$ cat src/hw/ciu_pkg.sv
// condition indicator unit: constants shared by the design and the bench
// assumes a 50 MHz processor clock and an AXI4-Lite register master
`default_nettype none
package ciu_pkg;
  // level status word bit positions, index equals printed bit number
  localparam int unsigned LSW_EVEN = 0;
  localparam int unsigned LSW_CARRY = 1;
  localparam int unsigned LSW_OVFL = 2;
  localparam int unsigned LSW_NEG = 3;
  localparam int unsigned LSW_ZERO = 4;
  localparam int unsigned LSW_SUPER = 8;
  localparam logic [15:0] LSW_RESET = 16'h0000;
  localparam logic [15:0] LSW_WMASK = 16'h011F;

  // register byte addresses
  localparam logic [3:0] ADDR_LSW = 4'h0;
  localparam logic [3:0] ADDR_RESULT = 4'h4;
  localparam logic [1:0] RESP_OKAY = 2'h0;
  localparam logic [1:0] RESP_SLVERR = 2'h2;

  // register-to-register instruction word: opcode and function fields
  localparam logic [4:0] OPC_RR = 5'h0E;
  localparam logic [4:0] FN_CW = 5'h05;
  localparam logic [4:0] FN_AW = 5'h08;
  localparam logic [4:0] FN_SW = 5'h09;
  localparam logic [4:0] FN_ADD_WORD_WITH_CARRY_OP = 5'h0C;
  localparam logic [4:0] FN_SUBTRACT_WORD_WITH_CARRY_OP = 5'h0D;
  localparam logic [4:0] FN_ACY = 5'h1C;
  localparam logic [4:0] FN_SCY = 5'h1D;

  // decoded arithmetic operations
  typedef enum logic [2:0] {
    CIU_NOP, CIU_CW, CIU_AW, CIU_SW, CIU_ADD_WORD_WITH_CARRY_OP, CIU_SUBTRACT_WORD_WITH_CARRY_OP, CIU_ACY, CIU_SCY
  } ciu_op_t;

  // conditions; the negated form of each gives its complement
  typedef enum logic [2:0] {
    CIU_C_ZERO, CIU_C_POS, CIU_C_NEG, CIU_C_EVEN, CIU_C_ALT, CIU_C_ALE, CIU_C_LLT, CIU_C_LLE
  } ciu_cond_t;
endpackage
`default_nettype wire

$ cat src/hw/ciu_top.sv
// condition indicator unit: indicators, carry chains, branch tests, supervisor bit
// assumes operand values and the instruction word come from datapath logic on aclk
//
// The placing of the registers and register access over AXI4-Lite were chosen for this implementation.
`default_nettype none
module ciu_top
  import ciu_pkg::*;
(
  // clock and reset
  input wire logic aclk,
  input wire logic aresetn,
  // arithmetic request from the datapath
  input wire logic op_valid,
  input wire logic [15:0] op_word,
  input wire logic [15:0] op_first,
  input wire logic [15:0] op_second,
  // arithmetic result to the datapath
  output logic res_valid,
  output logic res_write,
  output logic [2:0] res_reg,
  output logic [15:0] res_data,
  output logic op_illegal,
  // conditional branch or jump from the sequencer
  input wire logic br_valid,
  input wire ciu_pkg::ciu_cond_t br_cond,
  input wire logic br_not,
  output logic br_done,
  output logic br_taken,
  // interrupt events
  input wire logic io_irq,
  input wire logic [6:0] class_irq,
  // level status state
  output logic [4:0] indicators,
  output logic supervisor_state,
  output logic problem_state,
  // AXI4-Lite register slave
  input wire logic [3:0] s_axi_awaddr,
  input wire logic s_axi_awvalid,
  output logic s_axi_awready,
  input wire logic [31:0] s_axi_wdata,
  input wire logic [3:0] s_axi_wstrb,
  input wire logic s_axi_wvalid,
  output logic s_axi_wready,
  output logic [1:0] s_axi_bresp,
  output logic s_axi_bvalid,
  input wire logic s_axi_bready,
  input wire logic [3:0] s_axi_araddr,
  input wire logic s_axi_arvalid,
  output logic s_axi_arready,
  output logic [31:0] s_axi_rdata,
  output logic [1:0] s_axi_rresp,
  output logic s_axi_rvalid,
  input wire logic s_axi_rready
);
  import ciu_pkg::*;

  logic [15:0] lsw;
  ciu_op_t dec_op;
  logic [15:0] next_result;
  logic [4:0] next_ind;
  logic [15:0] opnd_a;
  logic [15:0] opnd_b;
  logic [16:0] wide;
  logic cin;
  logic chained;
  logic is_sub;
  logic cond_true;
  logic aw_held;
  logic w_held;
  logic [3:0] aw_addr;
  logic [31:0] w_data;
  logic [3:0] w_strb;
  logic do_write;
  logic [15:0] sw_lsw;
  logic any_irq;

  ////////////////////////////////////////////////////////////////////////////
  // instruction decode of the register-to-register group
  always_comb
  begin
    dec_op = CIU_NOP;
    if (op_word[15:11] == OPC_RR)
    begin
      unique case (op_word[4:0])
        FN_CW: dec_op = CIU_CW;
        FN_AW: dec_op = CIU_AW;
        FN_SW: dec_op = CIU_SW;
        FN_ADD_WORD_WITH_CARRY_OP: dec_op = CIU_ADD_WORD_WITH_CARRY_OP;
        FN_SUBTRACT_WORD_WITH_CARRY_OP: dec_op = CIU_SUBTRACT_WORD_WITH_CARRY_OP;
        FN_ACY: dec_op = CIU_ACY;
        FN_SCY: dec_op = CIU_SCY;
        default: dec_op = CIU_NOP;
      endcase
    end
  end

  ////////////////////////////////////////////////////////////////////////////
  // one adder/subtractor serves all operations, signedness left to the test
  always_comb
  begin
    chained = (dec_op == CIU_ADD_WORD_WITH_CARRY_OP) || (dec_op == CIU_SUBTRACT_WORD_WITH_CARRY_OP) || (dec_op == CIU_ACY) || (dec_op == CIU_SCY);
    is_sub = (dec_op == CIU_CW) || (dec_op == CIU_SW) || (dec_op == CIU_SUBTRACT_WORD_WITH_CARRY_OP) || (dec_op == CIU_SCY);
    cin = chained ? lsw[LSW_CARRY] : 1'b0;
    // first field is subtracted from second field
    opnd_b = op_second;
    opnd_a = ((dec_op == CIU_ACY) || (dec_op == CIU_SCY)) ? 16'h0000 : op_first;
    if (is_sub)
    begin
      wide = {1'b0, opnd_b} - {1'b0, opnd_a} - {16'h0000, cin};
    end
    else
    begin
      wide = {1'b0, opnd_b} + {1'b0, opnd_a} + {16'h0000, cin};
    end
    next_result = wide[15:0];
    // carry is borrow for subtract, carry-out for add
    next_ind[LSW_CARRY] = wide[16];
    if (is_sub)
    begin
      next_ind[LSW_OVFL] = (opnd_b[15] ^ opnd_a[15]) & (next_result[15] ^ opnd_b[15]);
    end
    else
    begin
      next_ind[LSW_OVFL] = ~(opnd_b[15] ^ opnd_a[15]) & (next_result[15] ^ opnd_b[15]);
    end
    // result indicators; chained ops keep even from the low word
    next_ind[LSW_EVEN] = chained ? lsw[LSW_EVEN] : ~next_result[0];
    next_ind[LSW_NEG] = next_result[15];
    next_ind[LSW_ZERO] = (next_result == 16'h0000) & (chained ? lsw[LSW_ZERO] : 1'b1);
  end

  ////////////////////////////////////////////////////////////////////////////
  // result port; compare never writes an operand back
  always_ff @(posedge aclk)
  begin
    if (!aresetn)
    begin
      res_valid <= 1'b0;
      res_write <= 1'b0;
      res_reg <= 3'h0;
      res_data <= 16'h0000;
      op_illegal <= 1'b0;
    end
    else
    begin
      res_valid <= op_valid && (dec_op != CIU_NOP);
      res_write <= op_valid && (dec_op != CIU_NOP) && (dec_op != CIU_CW);
      op_illegal <= op_valid && (dec_op == CIU_NOP);
      // destination and result hold until the next decoded operation, so the result register reads back
      if (op_valid && (dec_op != CIU_NOP))
      begin
        res_reg <= op_word[7:5];
        res_data <= next_result;
      end
    end
  end

  ////////////////////////////////////////////////////////////////////////////
  // condition evaluation over the current indicators
  always_comb
  begin
    unique case (br_cond)
      CIU_C_ZERO: cond_true = lsw[LSW_ZERO];
      CIU_C_POS: cond_true = ~lsw[LSW_NEG] & ~lsw[LSW_ZERO];
      CIU_C_NEG: cond_true = lsw[LSW_NEG];
      CIU_C_EVEN: cond_true = lsw[LSW_EVEN];
      CIU_C_ALT: cond_true = lsw[LSW_OVFL] ^ lsw[LSW_NEG];
      CIU_C_ALE: cond_true = (lsw[LSW_OVFL] ^ lsw[LSW_NEG]) | lsw[LSW_ZERO];
      CIU_C_LLT: cond_true = lsw[LSW_CARRY];
      CIU_C_LLE: cond_true = lsw[LSW_CARRY] | lsw[LSW_ZERO];
    endcase
  end

  // taken answer one cycle after each branch or jump request
  always_ff @(posedge aclk)
  begin
    if (!aresetn)
    begin
      br_done <= 1'b0;
      br_taken <= 1'b0;
    end
    else
    begin
      br_done <= br_valid;
      br_taken <= br_valid && (cond_true ^ br_not);
    end
  end

  ////////////////////////////////////////////////////////////////////////////
  // level status word; interrupts win over software, operations over software
  assign any_irq = io_irq | (|class_irq);
  always_comb
  begin
    sw_lsw = lsw;
    if (do_write && (aw_addr == ADDR_LSW))
    begin
      if (w_strb[0])
      begin
        sw_lsw[7:0] = w_data[7:0];
      end
      if (w_strb[1])
      begin
        sw_lsw[15:8] = w_data[15:8];
      end
      sw_lsw = sw_lsw & LSW_WMASK;
    end
  end

  always_ff @(posedge aclk)
  begin
    if (!aresetn)
    begin
      lsw <= LSW_RESET;
    end
    else
    begin
      lsw <= sw_lsw;
      if (op_valid && (dec_op != CIU_NOP))
      begin
        lsw[4:0] <= next_ind;
      end
      if (any_irq)
      begin
        lsw[LSW_SUPER] <= 1'b1;
      end
    end
  end

  // state outputs mirror registered state through their own flops
  always_ff @(posedge aclk)
  begin
    if (!aresetn)
    begin
      indicators <= 5'h00;
      supervisor_state <= 1'b0;
      problem_state <= 1'b1;
    end
    else
    begin
      indicators <= lsw[4:0];
      supervisor_state <= lsw[LSW_SUPER];
      problem_state <= ~lsw[LSW_SUPER];
    end
  end

  ////////////////////////////////////////////////////////////////////////////
  // AXI4-Lite write channel: address and data taken in either order
  assign do_write = aw_held && w_held && !s_axi_bvalid;
  always_ff @(posedge aclk)
  begin
    if (!aresetn)
    begin
      aw_held <= 1'b0;
      w_held <= 1'b0;
      aw_addr <= 4'h0;
      w_data <= 32'h00000000;
      w_strb <= 4'h0;
      s_axi_awready <= 1'b0;
      s_axi_wready <= 1'b0;
      s_axi_bvalid <= 1'b0;
      s_axi_bresp <= RESP_OKAY;
    end
    else
    begin
      s_axi_awready <= !aw_held && !(s_axi_awvalid && s_axi_awready);
      s_axi_wready <= !w_held && !(s_axi_wvalid && s_axi_wready);
      if (s_axi_awvalid && s_axi_awready)
      begin
        aw_held <= 1'b1;
        aw_addr <= s_axi_awaddr;
      end
      if (s_axi_wvalid && s_axi_wready)
      begin
        w_held <= 1'b1;
        w_data <= s_axi_wdata;
        w_strb <= s_axi_wstrb;
      end
      if (do_write)
      begin
        s_axi_bvalid <= 1'b1;
        s_axi_bresp <= (aw_addr == ADDR_LSW) ? RESP_OKAY : RESP_SLVERR;
      end
      else if (s_axi_bvalid && s_axi_bready)
      begin
        s_axi_bvalid <= 1'b0;
        aw_held <= 1'b0;
        w_held <= 1'b0;
      end
    end
  end

  // AXI4-Lite read channel: data one cycle after the address is taken
  always_ff @(posedge aclk)
  begin
    if (!aresetn)
    begin
      s_axi_arready <= 1'b0;
      s_axi_rvalid <= 1'b0;
      s_axi_rdata <= 32'h00000000;
      s_axi_rresp <= RESP_OKAY;
    end
    else
    begin
      s_axi_arready <= !s_axi_rvalid && !(s_axi_arvalid && s_axi_arready);
      if (s_axi_arvalid && s_axi_arready)
      begin
        s_axi_rvalid <= 1'b1;
        s_axi_rresp <= RESP_OKAY;
        unique case (s_axi_araddr)
          ADDR_LSW: s_axi_rdata <= {16'h0000, lsw};
          ADDR_RESULT: s_axi_rdata <= {16'h0000, res_data};
          default:
          begin
            s_axi_rdata <= 32'h00000000;
            s_axi_rresp <= RESP_SLVERR;
          end
        endcase
      end
      else if (s_axi_rvalid && s_axi_rready)
      begin
        s_axi_rvalid <= 1'b0;
      end
    end
  end
endmodule
`default_nettype wire

$ cat config.mk
export PLATFORM = sky130hd
export DESIGN_NAME = ciu_top
export DESIGN_NICKNAME = d
export VERILOG_FILES = /design/src/hw/ciu_pkg.sv /design/src/hw/ciu_top.sv
export SDC_FILE = /design/constraint.sdc
export NUM_CORES = 1
export LEC_CHECK = 0
export BUFFER_PORTS_ARGS = -buffer_cell sky130_fd_sc_hd__buf_2
export CORE_ASPECT_RATIO = 1.2
export CORE_MARGIN = 2
export CORE_UTILIZATION = 40
export CTS_BUF_LIST = sky130_fd_sc_hd__clkbuf_16
export DETAILED_ROUTE_END_ITERATION = 6
export PLACE_DENSITY_LB_ADDON = 0.1
export SLEW_MARGIN = 10
export SYNTH_ARGS = -nofsm -noshare
export SYNTH_HDL_FRONTEND = slang
export SYNTH_SLANG_ARGS = --single-unit
$ cat constraint.sdc
create_clock -name aclk -period 3.5 [get_ports aclk]
set_input_delay 0.175 -clock aclk [delete_from_list [all_inputs] [get_ports aclk]]
set_output_delay 0.175 -clock aclk [all_outputs]
set_load 0.02 [all_outputs]
==> impl_metrics.ini, run 1 <==
[flow_run]
maxCapViolCount = 0

[worst_setup_path]
rr_startpoint = lsw[1]
cpPeakStageDelay_ns = 0.36
r2r-end = lsw[4]
required_ns = 3.73
critPathMaxFanout = 7
worstSetupPathType = in -> reg
start_kind = input pin
reg2reg_slack_ns = 0.40
cp.arrival_ns = 3.57
critPathLaunch = op_word[11]
path_buf_inv = 2
cpLargestDelayFamily = simple AND/OR/NAND/NOR gates
worstSetupEndpointType = register
cp_slowest_cell = or3_1
reg2reg_depth = 13
cp_cell_sequence = buf_2 > and4bb_2 > nand2_2 > nor2_4 > nand2_2 > and2_1 > ha_1 > inv_1 > ha_1 > or3_1 > o22a_1 > a31oi_1 > o21ai_0 > xnor2_1 > mux2i_1 > nor3_1 > and4b_1 > a31o_1

[sta]
rsz0062_at_grt = yes
hold_slack_ns = 0.0654
finClkSkew_ns = 0.00463
final-hold-violation-count = 0
drv_slew = 0
slew_headroom_pct = 41.0
setup_viol = 0
fin_ws_ns = 0.154
max_freq_mhz = 299
worst_pin_slew_ns = 0.884
min_period_over_period_pct = 95.6
period_needed_ns = 3.35

[power_and_ir_drop]
power.leakage_nw = 3.18
p_per_area_nw_per_um2 = 379
vdd_drop_max_uv = 250

[clock_tree]
cts_setup_buffers = 0
clock_latency_ns = 0.34
cts_buffer_depth = 2
cts_resized = 0
cts_root_buf = clkbuf_16
numCtsBuffers = 9
cts_tree = done
clk_pin_slew_worst_paths_ns = 0.05
ctsHoldBuffers = 0
clkSinkCount = 74
cts-htree-levels = 3

[grt]
first_global_vias = 4702
grt_pass1_wl_mm = 20.8
antenna_found_initial = 0
met3_usage_pct = 3.03
grt.overflow.total = 0
grt_max_degree = 55
grt_use_met1_pct = 22.5
grt_usage_pct = 18.8
grtUsageMet2_pct = 33.1
top_usage_layer = met2

[logic_synthesis]
ys_seq_area_share_pct = 29.5
ys_warn_count = 0
async_reset_ff_share_pct = 0
synth.top_cell.area_share_pct = 29.5
synth_top_area_cell = dfxtp_1
syn_avg_cell_area_um2 = 7.83
ys_ff_latch = 74
synthCells = 641
synth_most_common_cell = dfxtp_1
synth_edf_count = 0
synth_common_cells = dfxtp_1 (74), nand2_1 (73), nor2_1 (69)
netlist_top_cells_area = dfxtp_1 (30%), ha_1 (11%), nand2_1 (5.5%)
mappedNetlistArea_um2 = 5020
synth_cell_types = 63
ys_dominant_reg_cell = dfxtp_1

[detailed_routing]
drt-pass1-iter-count = 4
drt_first_iter_violations = 166
drc = 0
wl_per_cell_um = 12.8
ant_nets = 0
totalWireLength_mm = 12.8
viasPerCell = 4.96
via_count = 4957

[floorplan]
initial_core_util_pct = 41.2
die_h_um = 127
core_um2 = 12200
rows = 44
io_pins = 185
die_area_um2 = 13500
fp.dieW_um = 106

[min_path]
hp-start = br_valid
whs_path_depth = 2
hold_path_class = in -> reg
hold_end = br_done

[layout]
final-seq-area_um2 = 1480
finalInstanceArea_um2 = 6610
largest_registers = res_data (16), s_axi_rdata (16)
nets = 996
num_antenna_cells = 0
multi_input_area_um2 = 3240
nFillCells = 1230
drive_above_1_share_pct = 29.6
syn_to_final_growth_pct = 31.8

[place]
portBuffers = 135
place_area_um2 = 6270
place_hpwl_mm = 10.5
post-place-ws_ns = -0.186
routabilityCongestion = 0.869

[run_status]
outcome = completed
through the flow:
step / cells / TNS (ns) / utilization, % / power (mW)
after global routing: 1000 / -0.0252 / 54.4 / 2.64
after detailed placement: 984 / -0.642 / 51.6 / 1.63
after floorplan: 658 / 0 / - / 1.36
after CTS: 1000 / 0 / 53.9 / 2.51
final: 1000 / 0 / 54.4 / 2.51
after global placement: 984 / -0.511 / 51.6 / 1.62
power by group:
part	leakage [nW]	switching [mW]	total (mW)	internal, mW
combinational	2.43	0.388	0.753	0.365
sequential	0.600	0.0115	0.873	0.861
clock	0.146	0.339	0.882	0.543
cell type report:
| cell class | instances | share of cell area, % |
|---|---|---|
| inverters | 53 | 3.01 |
| multi-input cells | 491 | 49.1 |
| clock buffers | 9 | 3.41 |
| flip-flops and latches | 74 | 22.4 |
| repair buffers | 205 | 18.2 |
| clock inverters | 7 | 0.927 |
| well taps | 161 | 3.05 |
logic make-up (layout without fill, tap and decap cells):
logic type / after synthesis / count (layout) / synth area share [%]
XOR/XNOR: 29 / 29 / 5.06
AO/OA/AOI/OAI: 141 / 141 / 18.4
AND/OR/NAND/NOR: 239 / 239 / 22.4
multiplexers: 15 / 15 / 3.02
other: 1 / 18 / 0.0747
flip-flops: 74 / 74 / 29.5
buffers and inverters: 93 / 274 / 8.70
adder cells (fa/ha/maj): 49 / 49 / 12.8
worst register-to-register path, cell delays in order (launching register included):
cell	delay [ns]
dfxtp_1	0.34
nand2_1	0.10
inv_1	0.06
fa_2	0.35
fa_2	0.35
nand2b_1	0.12
a2111oi_2	0.09
or4_4	0.46
a311oi_2	0.31
xnor2_1	0.10
mux2i_1	0.21
nor3_1	0.10
and4b_1	0.21
a31o_1	0.20
placed cells by master, fill, tap and decap left out, drive strengths merged, types with 5 or more instances in the layout:
cell type	n
dfxtp	74
nor2	69
o211ai	5
and2	27
mux2i	14
a211oi	7
clkbuf	9
nor4	8
inv	54
nand3	10
a31oi	8
conb	18
ha	45
o21ai	19
a21o	8
a21oi	53
nor3	25
xnor2	26
nor2b	7
a22oi	10
buf	205
nand2	73
worst max-delay path by stage:
stage / to / cells past startpoint
finish: lsw[4] / 18
global route: lsw[4] / 19
CTS: lsw[4] / 18
detailed placement: lsw[4] / 18
global placement: lsw[4] / 18
floorplan: lsw[4] / 19
per-layer routing:
metal	part of all wire, %	routed length, um
met1	44	5570
met2	49	6290
met3	4.5	575
met4	2.8	357
met5	0	0
(Power assumes the default switching activity.)
==> run 2, diff against run 1 <==
--- a/config.mk
+++ b/config.mk
@@ -8,7 +8,7 @@
 export BUFFER_PORTS_ARGS = -buffer_cell sky130_fd_sc_hd__buf_2
 export CORE_ASPECT_RATIO = 1.2
 export CORE_MARGIN = 2
-export CORE_UTILIZATION = 40
+export CORE_UTILIZATION = 46
 export CTS_BUF_LIST = sky130_fd_sc_hd__clkbuf_16
 export DETAILED_ROUTE_END_ITERATION = 6
 export PLACE_DENSITY_LB_ADDON = 0.1
==> run 2 against run 1 <==
Net effect: non-clock buffer count decreased by 10; critical endpoint unchanged; worst hold slack improved by 0.016 ns; sequential share of layout area increased by 0.36 points; setup slack improved by 0.076 ns.
==> impl_metrics.ini, run 2 (synthesized netlist as in run 1, its figures left out) <==
[worst_setup_path]
cp.arrival_ns = 3.49
rr_startpoint = lsw[1]
critPathMaxFanout = 10
cp_cell_sequence = buf_2 > and4bb_2 > nand2_2 > nor2_4 > nand2_4 > and2_1 > ha_1 > inv_1 > ha_1 > or3_1 > o22a_2 > a31oi_2 > o21ai_0 > xnor2_1 > mux2i_1 > nor3_1 > and4b_1 > a31o_1
cpPeakStageDelay_ns = 0.40
cp_slowest_cell = or3_1
worst-path-stages = 18
worstSetupPathType = in -> reg
cpLargestDelayFamily = simple AND/OR/NAND/NOR gates
required_ns = 3.72
crit_end = lsw[4]
path_buf_inv = 2
worstSetupEndpointType = register
r2r-end = lsw[4]
reg2reg_slack_ns = 0.47
worst_path_most_repeated_cell = ha_1
start_kind = input pin
critPathLaunch = op_word[1]
reg2reg_depth = 13

[place]
portBuffers = 135
routabilityCongestion = 0.853
dp.cells = 941
place_hpwl_mm = 10.3
post-place-ws_ns = -0.216

[min_path]
hold_path_class = in -> reg

[detailed_routing]
wl_per_cell_um = 13.1
via_count = 4961
drt_first_iter_violations = 138
viasPerCell = 5.18
ant_nets = 0
drc = 0
totalWireLength_mm = 12.6
drt-pass1-iter-count = 4

[sta]
fin_ws_ns = 0.231
hold_slack_ns = 0.0816
setup_viol = 0
max_freq_mhz = 306
finClkSkew_ns = 0.00252
slew_headroom_pct = 40.8
min_period_over_period_pct = 93.4
period_needed_ns = 3.27
drv_slew = 0
final-hold-violation-count = 0
worst_pin_slew_ns = 0.887

[grt]
antenna_found_initial = 0
grtUsageMet2_pct = 38.9
top_usage_layer = met2
grt_usage_pct = 21.2
grt.overflow.total = 0
met3_usage_pct = 3.43
first_global_vias = 4663
grt_max_degree = 55
grt_pass1_wl_mm = 20.8
grt_use_met1_pct = 24.5

[clock_tree]
clkSinkCount = 74
cts-htree-levels = 3
numCtsBuffers = 9
clk_pin_slew_worst_paths_ns = 0.05
cts_tree = done
cts_root_buf = clkbuf_16
cts_buffer_depth = 2
ctsHoldBuffers = 0
clock_latency_ns = 0.32

[layout]
layout_common_cells = buf_2 (135), dfxtp_1 (74), nand2_1 (70)
largest_registers = res_data (16), s_axi_rdata (16)
syn_to_final_growth_pct = 29.8
num_antenna_cells = 0
finish.utilization_pct = 61.6
mostFrequentLayoutCell = buf_2
nets = 986
stdcell_count = 958
drive_above_1_share_pct = 28.0

[run_status]
outcome = completed

[power_and_ir_drop]
total_power_mw = 2.62
vdd_drop_max_uv = 250
power.leakage_nw = 3.15
p_per_area_nw_per_um2 = 402

[floorplan]
rows = 41
core_um2 = 10600
io_pins = 185
initial_core_util_pct = 47.5
fp.dieW_um = 99.3
die_area_um2 = 11800
die_h_um = 118

[flow_run]
maxCapViolCount = 0
## run 2: changes by cell type in the layout (fill, tap and decap cells not counted), sizes merged
cell,previous run,this run
clkinvlp,1,0
inv,54,53
bufinv,1,3
buf,205,195
## run 2: what timing repair did
action | 4_1_cts | 5_1_grt
endpoints found under the setup margin | 0 | 3
setup buffers | 0 | 1
resized for setup | 0 | 7
hold endpoints to repair | 0 | 0
## run 2: area by class of cell
class | count | area [um2]
Clock inverter | 7 | 108
Timing Repair Buffer | 195 | 1130
Tap cell | 129 | 161
Sequential cell | 74 | 1480
Fill cell | 976 | 4060
Multi-Input combinational cell | 491 | 3210
Clock buffer | 9 | 225
Inverter | 53 | 199
## run 2: where the power goes
part           leakage, nW  total (mW)  switching (mW)  internal, mW
registers            0.600       0.873          0.0114         0.861
logic                 2.39       0.734           0.382         0.352
clock network        0.164        1.01           0.325         0.688
total                 3.15        2.62           0.718          1.90
## run 2: worst min-delay path by stage
stage / start / end / slack (ns) / cells past startpoint
5_1_grt: br_valid / br_done / 0.08 / 2
3_3_place_gp: br_valid / br_done / 0.39 / 2
3_5_place_dp: br_valid / br_done / 0.42 / 2
6_report: br_valid / br_done / 0.08 / 2
4_1_cts: br_valid / br_done / 0.07 / 2
2_1_floorplan: br_valid / br_done / 0.31 / 1
## run 2: layer usage
metal,share of wire (%),up-vias
met1,42,2295
met2,51,119
li1,-,2524
met4,2.0,0
met3,4.2,23
met5,0,-
## run 2: worst reg2reg max path, cell delays in order (launching register included)
cell and delay (ns):
dfxtp_1 0.33, nand2_1 0.13, inv_2 0.05, fa_2 0.35
fa_2 0.35, nand2b_1 0.11, a2111oi_2 0.09, or4_4 0.46
a311oi_2 0.28, xnor2_1 0.10, mux2i_1 0.18, nor3_1 0.08
and4b_1 0.20, a31o_1 0.20
## run 2: metrics by stage
step / TNS (ns) / cell area (um2)
2_1_floorplan: 0 / 5120
5_1_grt: -0.000989 / 6510
3_5_place_dp: -0.898 / 6150
3_3_place_gp: -0.277 / 6150
4_1_cts: 0 / 6480
6_report: 0 / 6510
==> run 3, diff against run 2 <==
==> constraint.sdc (replaced) <==
create_clock -name aclk -period 3.5 [get_ports aclk]
set_input_delay 0.875 -clock aclk [delete_from_list [all_inputs] [get_ports aclk]]
set_output_delay 0.875 -clock aclk [all_outputs]
set_load 0.02 [all_outputs]
==> run 3 against run 2 <==
Net effect: the flow now finishes with violations (negative setup slack); clock power is 24% lower; final cell count is 4.7% higher; combinational power is 38% higher; cell area is 13% higher; routed wire length is 10% higher; via count is 5.7% higher; sequential share of layout area is 2.6 points lower; global-route usage is 1.6 points higher; first-iteration DRC count is 14% higher; critical path type unchanged.
==> impl_metrics.ini, run 3 (synthesized netlist as in run 1, its figures left out) <==
[power_and_ir_drop]
p_per_area_nw_per_um2 = 359
total_power_mw = 2.64
power.leakage_nw = 3.45
vdd_drop_max_uv = 226

[layout]
drive_above_1_share_pct = 41.1
stdcell_count = 1003
layout_common_cells = buf_2 (133), buf_4 (105), dfxtp_1 (74)
nets = 1033
mostFrequentLayoutCell = buf_2
largest_registers = res_data (16), s_axi_rdata (16)
finish.utilization_pct = 69.7
num_antenna_cells = 0
syn_to_final_growth_pct = 46.8

[sta]
fin_ws_ns = -0.406
period_needed_ns = 3.91
min_period_over_period_pct = 112
final-hold-violation-count = 0
slew_headroom_pct = 37.7
hold_slack_ns = 0.450
rsz0062_at_grt = yes
setup_viol = 13
max_freq_mhz = 256
finClkSkew_ns = 0.00578
drv_slew = 0
worst_pin_slew_ns = 0.933

[grt]
antenna_found_initial = 0
grt_pass1_wl_mm = 22.3
grt_usage_pct = 22.8
grt.overflow.total = 0
grt_max_degree = 55
first_global_vias = 5073

[clock_tree]
cts-htree-levels = 3
cts_buffer_depth = 2
clock_latency_ns = 0.33
clkSinkCount = 74
cts_tree = done
clk_pin_slew_worst_paths_ns = 0.05
numCtsBuffers = 9
cts_root_buf = clkbuf_16
ctsHoldBuffers = 0

[floorplan]
die_h_um = 118
fp.dieW_um = 99.3
io_pins = 185
rows = 41
die_area_um2 = 11800
core_um2 = 10600
initial_core_util_pct = 47.5

[min_path]
hold_path_class = reg -> reg

[worst_setup_path]
rr_startpoint = lsw[1]
start_kind = input pin
cp.arrival_ns = 4.12
worstSetupEndpointType = register
required_ns = 3.72
r2r-end = lsw[4]
worstSetupPathType = in -> reg
reg2reg_depth = 16
crit_end = lsw[4]
critPathMaxFanout = 7
critPathLaunch = op_word[1]
reg2reg_slack_ns = 0.54

[run_status]
violations = negative setup slack
outcome = complete, but fails checks

[place]
portBuffers = 135
dp.cells = 978
routabilityCongestion = 0.835
place_hpwl_mm = 10.6

[detailed_routing]
totalWireLength_mm = 13.9
ant_nets = 0
drc = 0
via_count = 5244
drt_first_iter_violations = 158
wl_per_cell_um = 13.8
drt-pass1-iter-count = 4
viasPerCell = 5.23

[flow_run]
maxCapViolCount = 0
## run 3: cell count changes in the layout (fill, tap and decap cells not counted), sizes merged
cell    before  now
bufinv       3    0
clkinv       4    1
buf        195  242
inv         53   57
## run 3: what timing repair did
| item | 4_1_cts | 5_1_grt |
|---|---|---|
| buffers inserted | 7 | 6 |
| pin swaps | 29 | 22 |
| setup endpoints to repair | 15 | 15 |
| gates resized for setup | 57 | 38 |
## run 3: power breakdown
group          switching (mW)  internal, mW
Combinational           0.489         0.516
Clock                   0.305         0.458
Sequential             0.0116         0.862
Total                   0.806          1.84
## run 3: how the worst min path moves through the flow
| stage | start | to | slack, ns | cells past startpoint |
|---|---|---|---|---|
| after floorplan | lsw[8] | problem_state | 0.39 | 1 |
| after global placement | s_axi_rvalid | s_axi_arready | 0.43 | 1 |
| after detailed placement | s_axi_rvalid | s_axi_arready | 0.45 | 1 |
| after CTS | s_axi_rvalid | s_axi_arready | 0.46 | 1 |
| after global routing | s_axi_rvalid | s_axi_arready | 0.47 | 1 |
| final | s_axi_rvalid | s_axi_arready | 0.45 | 1 |
## run 3: final cells by class
cell class | count | area (um2)
tap | 129 | 161
multi-input combinational | 491 | 3780
fill | 889 | 3200
timing repair buffer | 242 | 1500
inverter | 53 | 201
clock inverter | 5 | 18.8
sequential | 74 | 1480
clock buffer | 9 | 225
## run 3: critical path, stage by stage
cell and delay, ns:
buf_6 0.09, and4bb_2 0.30, nand2_2 0.08, nor2_4 0.15
nand2_4 0.10, nand2_4 0.07, inv_2 0.04, fa_2 0.58
ha_4 0.14, o21ai_2 0.06, a311oi_2 0.33, buf_4 0.18
a41oi_4 0.13, buf_4 0.16, buf_6 0.11, xnor2_2 0.14
nand2_1 0.08, o21ai_2 0.08, nor3_1 0.06, and4b_1 0.20
a31o_1 0.17
## run 3: metrics by stage
step	TNS, ns	area (um2)	worst slack [ns]
after CTS	-2.80	7120	-0.402
after detailed placement	-10.07	6550	-0.940
after global routing	-5.30	7360	-0.575
after global placement	-8.83	6550	-0.821
final	-3.00	7360	-0.406
after floorplan	-3.39	5250	-0.649
## run 3: metal layers
metal | routed length (um) | vias up | GRT usage [%]
met4 | 359 | 0 | 9.25
met5 | 0 | - | 0
li1 | - | 2626 | -
met1 | 5650 | 2456 | 24.6
met3 | 537 | 31 | 3.73
met2 | 7330 | 131 | 43.1
